==> src/lcs_pkg.sv <==
// Constants, field positions and state type of the character display sequencer
package lcs_pkg;

  // ****************************************************
  // Display and glyph memory layout
  // ****************************************************
  localparam int         DD_ROW_LEN = 40;
  localparam int         DD_SIZE    = 80;
  localparam int         CG_SIZE    = 64;
  localparam logic [6:0] ROW1_BASE  = 7'h40;
  localparam logic [6:0] ROW0_LAST  = 7'h27;
  localparam logic [6:0] ROW1_LAST  = 7'h67;
  localparam logic [5:0] OFF_LAST   = 6'h27;
  localparam logic [7:0] BLANK_CHAR = 8'h20;

  // ****************************************************
  // Instruction field positions and busy flag value
  // ****************************************************
  localparam int ENT_INC_BIT    = 1;
  localparam int ENT_SHIFT_BIT  = 0;
  localparam int DISP_ON_BIT    = 2;
  localparam int DISP_CUR_BIT   = 1;
  localparam int DISP_BLINK_BIT = 0;
  localparam int SH_DISP_BIT    = 3;
  localparam int SH_RIGHT_BIT   = 2;
  localparam int FN_BUS8_BIT    = 4;
  localparam int FN_TWO_BIT     = 3;
  localparam int FN_FONT_BIT    = 2;
  localparam logic BUSY_FLAG    = 1'b0;

  // ****************************************************
  // Reset values
  // ****************************************************
  localparam logic RST_BUS8    = 1'b1;
  localparam logic RST_DISP_ON = 1'b0;
  localparam logic RST_INC     = 1'b1;

  typedef struct packed {
    logic [DD_SIZE-1:0][7:0] dd;
    logic [CG_SIZE-1:0][7:0] cg;
    logic [6:0]              ac;
    logic                    sel_cg;
    logic                    inc;
    logic                    ent_shift;
    logic                    disp_on;
    logic                    cur_on;
    logic                    blink;
    logic                    bus8;
    logic                    two_line;
    logic                    font;
    logic [5:0]              offset;
    logic                    phase;
    logic [3:0]              hi_nib;
    logic [7:0]              rd_byte;
    logic [7:0]              out_q;
    logic [7:0]              view_q;
  } lcs_state_t;

endpackage

==> src/lcs_sequencer.sv <==
// Instruction interpreter of the character display controller
//
// The strobed register port and the placing of the registers were left to the implementer.
`timescale 1ns/1ps

module lcs_sequencer
  import lcs_pkg::*;
(
  input  wire logic       ref_clk_in,
  input  wire logic       reset_n_in,
  input  wire logic       reg_select_in,
  input  wire logic       bus_wr_in,
  input  wire logic       bus_rd_in,
  input  wire logic [7:0] bus_data_in,
  output logic      [7:0] bus_data_out,
  output logic            display_on_out,
  output logic            cursor_on_out,
  output logic            blink_out,
  output logic            two_line_out,
  output logic            font_large_out,
  output logic            bus8_out,
  output logic            glyph_sel_out,
  output logic      [6:0] addr_counter_out,
  output logic      [5:0] shift_offset_out,
  input  wire logic       view_row_in,
  input  wire logic [5:0] view_col_in,
  output logic      [7:0] view_char_out
);

  // ****************************************************
  // Helpers
  // ****************************************************
  function automatic logic [6:0] dd_index(input logic [6:0] a);
    logic [6:0] col;
    col = {1'b0, a[5:0]};
    return a[6] ? 7'(col + 7'(DD_ROW_LEN)) : col;
  endfunction

  function automatic logic [6:0] ac_step(input logic [6:0] a, input logic up,
                                         input logic cg);
    logic [6:0] r;
    r = up ? 7'(a + 7'h01) : 7'(a - 7'h01);
    if (cg)
      r = {1'b0, r[5:0]};
    else if (up && a == ROW0_LAST)
      r = ROW1_BASE;
    else if (up && a == ROW1_LAST)
      r = 7'h00;
    else if (!up && a == 7'h00)
      r = ROW1_LAST;
    else if (!up && a == ROW1_BASE)
      r = ROW0_LAST;
    return r;
  endfunction

  // Single offset for both rows, so rows can never drift apart
  function automatic logic [5:0] off_step(input logic [5:0] o, input logic up);
    if (up)
      return (o == OFF_LAST) ? 6'h00 : 6'(o + 6'h01);
    return (o == 6'h00) ? OFF_LAST : 6'(o - 6'h01);
  endfunction

  // ****************************************************
  // State
  // ****************************************************
  lcs_state_t st_ff;
  lcs_state_t nxt_st;
  logic [7:0] byte_v;
  logic       go_wr;
  logic       go_rd;
  logic       instr_go;
  logic       data_go;
  logic       dd_ok;
  logic [6:0] ac_idx;
  logic [6:0] vcol;
  logic [7:0] rbyte;

  assign byte_v   = st_ff.bus8 ? bus_data_in : {st_ff.hi_nib, bus_data_in[7:4]};
  assign go_wr    = bus_wr_in & (st_ff.bus8 | st_ff.phase);
  assign go_rd    = bus_rd_in & (st_ff.bus8 | st_ff.phase);
  assign instr_go = go_wr & ~reg_select_in;
  assign data_go  = go_wr & reg_select_in;
  assign dd_ok    = st_ff.ac[5:0] < 6'(DD_ROW_LEN);
  assign ac_idx   = dd_index(st_ff.ac);
  assign vcol     = 7'({1'b0, view_col_in} + {1'b0, st_ff.offset});

  always_comb
  begin
    nxt_st = st_ff;
    rbyte  = {BUSY_FLAG, st_ff.ac};
    if (reg_select_in)
      rbyte = st_ff.sel_cg ? st_ff.cg[st_ff.ac[5:0]] :
              (dd_ok ? st_ff.dd[ac_idx] : 8'h00);
    // Nibble phase shared by reads and writes; mixing them mid-pair is a host error
    if (!st_ff.bus8 && (bus_wr_in || bus_rd_in))
      nxt_st.phase = ~st_ff.phase;
    if (bus_wr_in && !st_ff.bus8 && !st_ff.phase)
      nxt_st.hi_nib = bus_data_in[7:4];
    if (bus_rd_in)
    begin
      if (st_ff.bus8)
        nxt_st.out_q = rbyte;
      else if (!st_ff.phase)
      begin
        nxt_st.rd_byte = rbyte;
        nxt_st.out_q   = {rbyte[7:4], 4'h0};
      end
      else
        nxt_st.out_q = {st_ff.rd_byte[3:0], 4'h0};
      if (go_rd && reg_select_in)
        nxt_st.ac = ac_step(st_ff.ac, st_ff.inc, st_ff.sel_cg);
    end
    if (data_go)
    begin
      if (st_ff.sel_cg)
        nxt_st.cg[st_ff.ac[5:0]] = byte_v;
      else if (dd_ok)
        nxt_st.dd[ac_idx] = byte_v;
      nxt_st.ac = ac_step(st_ff.ac, st_ff.inc, st_ff.sel_cg);
      if (st_ff.ent_shift && !st_ff.sel_cg)
        nxt_st.offset = off_step(st_ff.offset, st_ff.inc);
    end
    if (instr_go)
    begin
      if (byte_v[7])
      begin
        nxt_st.sel_cg = 1'b0;
        nxt_st.ac     = byte_v[6:0];
      end
      else if (byte_v[6])
      begin
        nxt_st.sel_cg = 1'b1;
        nxt_st.ac     = {1'b0, byte_v[5:0]};
      end
      else if (byte_v[5])
      begin
        nxt_st.bus8     = byte_v[FN_BUS8_BIT];
        nxt_st.two_line = byte_v[FN_TWO_BIT];
        nxt_st.font     = byte_v[FN_FONT_BIT];
        nxt_st.phase    = 1'b0;
      end
      else if (byte_v[4])
      begin
        // Cursor always moves; display follows when bit3 set
        nxt_st.ac = ac_step(st_ff.ac, byte_v[SH_RIGHT_BIT], 1'b0);
        if (byte_v[SH_DISP_BIT])
          nxt_st.offset = off_step(st_ff.offset, ~byte_v[SH_RIGHT_BIT]);
      end
      else if (byte_v[3])
      begin
        nxt_st.disp_on = byte_v[DISP_ON_BIT];
        nxt_st.cur_on  = byte_v[DISP_CUR_BIT];
        nxt_st.blink   = byte_v[DISP_BLINK_BIT];
      end
      else if (byte_v[2])
      begin
        nxt_st.inc       = byte_v[ENT_INC_BIT];
        nxt_st.ent_shift = byte_v[ENT_SHIFT_BIT];
      end
      else if (byte_v[1])
      begin
        nxt_st.ac     = 7'h00;
        nxt_st.offset = 6'h00;
        nxt_st.sel_cg = 1'b0;
      end
      else if (byte_v[0])
      begin
        for (int i = 0; i < DD_SIZE; i++)
          nxt_st.dd[i] = BLANK_CHAR;
        nxt_st.ac     = 7'h00;
        nxt_st.offset = 6'h00;
        nxt_st.sel_cg = 1'b0;
        nxt_st.inc    = 1'b1;
      end
    end
    if (vcol >= 7'(DD_ROW_LEN))
      nxt_st.view_q = st_ff.dd[dd_index({view_row_in, 6'(vcol - 7'(DD_ROW_LEN))})];
    else
      nxt_st.view_q = st_ff.dd[dd_index({view_row_in, vcol[5:0]})];
  end

  always_ff @(posedge ref_clk_in or negedge reset_n_in)
  begin
    if (!reset_n_in)
    begin
      st_ff         <= '0;
      st_ff.bus8    <= RST_BUS8;
      st_ff.disp_on <= RST_DISP_ON;
      st_ff.inc     <= RST_INC;
    end
    else
      st_ff <= nxt_st;
  end

  assign bus_data_out     = st_ff.out_q;
  assign display_on_out   = st_ff.disp_on;
  assign cursor_on_out    = st_ff.cur_on;
  assign blink_out        = st_ff.blink;
  assign two_line_out     = st_ff.two_line;
  assign font_large_out   = st_ff.font;
  assign bus8_out         = st_ff.bus8;
  assign glyph_sel_out    = st_ff.sel_cg;
  assign addr_counter_out = st_ff.ac;
  assign shift_offset_out = st_ff.offset;
  assign view_char_out    = st_ff.view_q;
endmodule

==> config.mk <==
export PLATFORM = sky130hd
export DESIGN_NAME = lcs_sequencer
export DESIGN_NICKNAME = d
export VERILOG_FILES = /design/src/lcs_pkg.sv /design/src/lcs_sequencer.sv
export SDC_FILE = /design/constraint.sdc
export NUM_CORES = 2
export LEC_CHECK = 0
export ABC_AREA = 0
export BUFFER_PORTS_ARGS = -buffer_cell sky130_fd_sc_hd__clkbuf_2
export CORE_UTILIZATION = 58
export DETAILED_ROUTE_END_ITERATION = 7
export MAX_ROUTING_LAYER = met4
export PLACE_DENSITY = 0.73
export SETUP_SLACK_MARGIN = 0.3
export SYNTH_ARGS = -nofsm -noshare
export SYNTH_HDL_FRONTEND = slang
export SYNTH_SLANG_ARGS = --single-unit
==> constraint.sdc <==
create_clock -name ref_clk_in -period 3.6 [get_ports ref_clk_in]
set_input_delay 0.54 -clock ref_clk_in [delete_from_list [all_inputs] [get_ports ref_clk_in]]
set_output_delay 0.54 -clock ref_clk_in [all_outputs]
set_load 0.01 [all_outputs]
## Word-level counts from Yosys, hierarchy flattened

Cells that the tools add are included.

| operators by class | value |
|---|---|
| bitwise gates (word level) | 13 |
| multiplexer cells | 94 |
| $add $sub $neg | 9 |
| reductions and logical operators | 32 |
| eq/ne operators | 9 |
| magnitude comparators | 8 |

Operator list:

| kind | number |
|---|---|
| $mux 640 | 11 |
| $mux 1159 | 1 |
| $bwmux 640 | 1 |
| $bwmux 512 | 1 |
| $mux 512 | 1 |
| $bmux 8 s7 | 3 |
| $mux 8 | 17 |
| $mux 7 | 17 |
| $mux 6 | 16 |
| $demux 8 s7 | 1 |
| $bmux 8 s6 | 1 |
| $demux 8 s6 | 1 |
| $mux 15 | 2 |
| $lt 7x8->1 const B | 3 |
| $mux 23 | 1 |
| $add 6x6->7 const B | 3 |
| $logic_and 1x1->1 | 15 |
| $mux 1 | 15 |
| $eq 7x7->1 const B | 2 |
| $mux 13 | 1 |
| $ne 3x1->1 const B | 4 |
| $reduce_and 6->1 | 2 |
| $mux 10 | 1 |
| $mux 9 | 1 |
| 29 further kinds | 44 |

| word-level totals | value |
|---|---|
| register bits after elaboration | 1199 |
| logic and storage cells | 325 |
| input port bits | 20 |

## Depth between registers and ports, before layout

| logic depth | value |
|---|---|
| depth in word-level cells | 19 |
| gate-level depth with buffers | 16 |

## Worst setup path after synthesis

No wires, ideal clock.

| timing | value |
|---|---|
| path kind | input to register |
| start point | in view_col_in[0] |
| end point | reg st_ff, in the netlist view_char_out[5] |
| path buffers | 3 |
| library setup time | 0.130 ns |
| arrival time | 3.817 ns |
| stages on the path | 16 |
| slack | -0.347 ns |
| data required time | 3.470 ns |
| cells stage by stage | ha_1 fa_1 a21o_1 a21oi_1 xnor2_1 ha_1 buf_1 o311a_1 and2_1 clkbuf_1 nor2_2 clkbuf_1 mux2i_1 o22ai_1 nor4_1 a31oi_1 |

RTL lines:

| what | line | text |
|---|---|---|
| start: declaration | lcs_sequencer.sv:26 | `input wire logic [5:0] view_col_in,` |
| end signal: assignment | lcs_sequencer.sv:192 | `st_ff <= nxt_st;` |
| end: declaration | lcs_sequencer.sv:66 | `lcs_state_t st_ff;` |

==> flow_summary_export.csv <==
group,metric,value,unit
die,dieHeight,333,µm
pwr,p_leak,0.0325,µW
cells_and_area,seq_area,30000,µm²
sta,maxSlewHeadroom,26.7,%
cells_and_area,multi_input_area,30500,µm²
logic_synthesis,synthSimpleGateAreaFrac,14.0,%
logic_synthesis,synth_edf_count,0,
sta,period_needed,3.43,ns
cts,clockBufferDepth,3,
cells_and_area,n_fill_cell,8293,
worst_setup_path,regToRegStartpoint,"shift_offset_out[0]",
logic_synthesis,synth_compound_area_share,20.9,%
cts,cts_sinks,1199,
cells_and_area,nets,6617,
pwr,pwr-share-seq,30.2,%
run_status,outcome,"finished with violations",
grt,grt_pass1_vias,53300,
pwr,p_per_area,893,nW/µm²
pwr,peakVddDrop,0.750,mV
routing,wire_per_inst,29.4,µm
worst_setup_path,cp_cell_sequence,"ha_4, fa_4, buf_4, xnor2_2, buf_12, buf_12, mux4_2, nor2_1, a221oi_1, buf_4, mux2i_1, o22ai_1, nor4_1, a31oi_1",
logic_synthesis,synth_area_leaders,"dfrtp_1, nor2_1, mux4_2",
logic_synthesis,syn-cell-area,63600,µm²
sta,tightest_slew,1.10,ns
sta,fin_worst_skew,0.0250,ns
cts,cts.clk_slew.worst_paths,0.06,ns
worst_setup_path,path_delay_family,"buffers and inverters",
sta,setup_slack,0.175,ns
routing,vias,56200,
die,die_x,333,µm
routing,drtIter0Drc,7557,
sta,finalHoldViolCount,0,
logic_synthesis,synthArstFlopShare,100,%
worst_setup_path,cp_data_required_time,4.24,ns
grt,grt_max_degree,147,
grt,grtUsageTotal,44.2,%
die,coreArea,109000,µm²
worst_setup_path,startpoint,"shift_offset_out[0]",
die,rows,121,
cells_and_area,synthToLayoutAreaGrowth,15.7,%
pwr,p_switching,28300,µW
routing,ant_nets,0,
worst_hold_path,hold_start,"bus_data_in[4]",
place,dpl.hpwl,159000,µm
worst_setup_path,crit_buf_inv,4,
logic_synthesis,synthCells,6383,
job,maxCapViolations,0,
sta,finalCritPeriodShare,95.1,%
logic_synthesis,synth_top_flop_cell,"dfrtp_1",
routing,wl,239000,µm
worst_setup_path,endpoint_kind,"flop",
pwr,internal-power,37400,µW
die,initial_utilization,58.5,%
logic_synthesis,synth_nets,6420,
sta,slew_violations,0,
logic_synthesis,syn_avg_cell_area,9.96,µm²
logic_synthesis,synthAdderAreaFrac,0.346,%
logic_synthesis,synth_top_family_by_area,"compound AO/OA/AOI/OAI gates",
sta,rsz0062_at_grt,"true",
cts,cts_buffers,134,
run_status,violations,"design-rule violations",
worst_setup_path,critPathKind,"flop to flop",
place,place_congestion,1.00,
routing,vias_per_cell,6.93,
sta,finalSetupTns,0,ns
sta,setup_violations,0,
pwr,clkPwrFrac,21.4,%
cells_and_area,final_common_cell,"nor2_1",
logic_synthesis,yosysTopAreaCell,"dfrtp_1",
logic_synthesis,synth_seq_cells,1199,
logic_synthesis,netlist-cell-type-count,88,
worst_setup_path,crit_fanout,24,
cts,cts_tree,"built",
sta,fmax,292,MHz
logic_synthesis,synth_xor_area_share,0.358,%
grt,antenna_found_initial,9,
cts,h-tree-depth,4,
logic_synthesis,synth_top_area_share,47.1,%
worst_hold_path,hold_path.class,"input port to flop",
cells_and_area,layout_common_cells,"nor2_1, dfrtp_1, a21oi_1",
grt,globalRouteOverflowTotal,0,
cts,root_buffer,"clkbuf_16",
cts,insertion_delay,0.78,ns
die,io_pins,56,
place,preCtsSetupSlack,-0.314,ns
die,dieArea,111000,µm²
pwr,comb_power_share,48.4,%
pwr,switching_share,43.1,%
logic_synthesis,yosys_warnings,0,
place,io_buffer_count,55,
grt,grt_pass1_wl,354000,µm
routing,drtPass1Iterations,8,
worst_setup_path,worstPathArrival,4.07,ns
routing,drc,1,
logic_synthesis,synthMuxAreaShare,11.6,%
logic_synthesis,yosysSeqAreaShare,47.2,%
worst_setup_path,cp_slowest_cell,"mux4_2",
cells_and_area,drive_gt1_share,21.5,%
worst_setup_path,max_stage_delay,0.53,ns
worst_setup_path,cp-start-kind,"flop",
-- cell usage after synthesis (11+ instances only) --
| cell type | count |
|---|---|
| buf_1 | 43 |
| nor2_2 | 45 |
| buf_2 | 193 |
| mux2_2 | 58 |
| o22ai_1 | 76 |
| ha_1 | 16 |
| a22oi_1 | 164 |
| and2_1 | 14 |
| a21oi_1 | 679 |
| nor2b_1 | 15 |
| nand2_1 | 392 |
| nor3_1 | 32 |
| clkbuf_1 | 291 |
| a222oi_1 | 11 |
| dfrtp_1 | 1197 |
| or3_1 | 11 |
| nor4_1 | 22 |
| buf_6 | 64 |
| a221oi_1 | 103 |
| a211oi_1 | 459 |
| nor3_4 | 64 |
| a211oi_2 | 58 |
| o21ai_0 | 159 |
| nand3_1 | 31 |
| buf_4 | 51 |
| a22o_1 | 46 |
| xnor2_1 | 15 |
| a31oi_1 | 51 |
| inv_1 | 21 |
| mux2i_1 | 222 |
| mux4_2 | 198 |
| a221o_1 | 25 |
| o211ai_1 | 31 |
| nor2_1 | 1323 |
| nand2b_1 | 16 |
-- worst paths after layout --
kind | to | slack [ns] | cells after the start
max in group asynchronous | asynchronous set/reset pin | 2.04 | 4
min in group asynchronous | st_ff[733] | 0.48 | 2
max reg2reg | view_char_out[5] | 0.17 | 14
min reg2reg | blink_out | 0.49 | 2
max | view_char_out[5] | 0.17 | 14
min | st_ff[24] | 0.14 | 2
-- cell type report --
| type | instances | area share [%] |
|---|---|---|
| diodes | 14 | 0.0476 |
| clock buffers | 191 | 5.12 |
| clock inverters | 46 | 0.935 |
| inverters | 23 | 0.126 |
| multi-input cells | 4508 | 41.5 |
| flip-flops and latches | 1199 | 40.8 |
| well taps | 1414 | 2.40 |
| repair buffers | 714 | 9.05 |
-- stage by stage --
stage | hold slack [ns] | utilization, % | cells | area (µm²) | total power, µW
3_5_place_dp | 0.483 | 62.8 | 7812 | 68300 | 49300
4_1_cts | 0.130 | 67.2 | 8063 | 73100 | 63900
2_1_floorplan | 0.244 | - | 6383 | 63700 | 36000
3_3_place_gp | 0.473 | 62.8 | 7812 | 68300 | 48800
5_1_grt | 0.149 | 67.7 | 8104 | 73600 | 67600
6_report | 0.142 | 67.7 | 8109 | 73600 | 65700
-- power by group through the flow --
stage	Combinational (µW)	Sequential, µW	Clock, µW
finish	31800	19800	14100
detailed placement	29400	19900	0
CTS	30200	19700	14100
global route	32900	20100	14700
floorplan	17300	18700	0
global placement	29000	19700	0
-- timing repair --
item	in CTS	in global routing
cloned	1	0
setup endpoints to repair	52	37
setup buffers	12	32
hold buffers	1	0
pin swaps	7	16
hold endpoints to repair	80	0
resized for setup	28	44
-- routing by layer --
| metal | GRT usage [%] | vias up | share of wire [%] |
|---|---|---|---|
| met5 | - | - | 0 |
| met4 | 27.5 | 0 | 7.3 |
| met3 | 13.1 | 910 | 13 |
| met2 | 61.9 | 3956 | 44 |
| met1 | 56.2 | 27600 | 36 |
| li1 | - | 23700 | - |
-- logic make-up after synthesis --
kind of cell / after synthesis
AND/OR/NAND/NOR: 2015
AO/OA/AOI/OAI: 1975
flip-flops: 1199
buffers and inverters: 676
multiplexers: 479
XOR/XNOR: 22
adder cells (fa/ha/maj): 17
No activity file was read; power rests on OpenSTA's default activity.
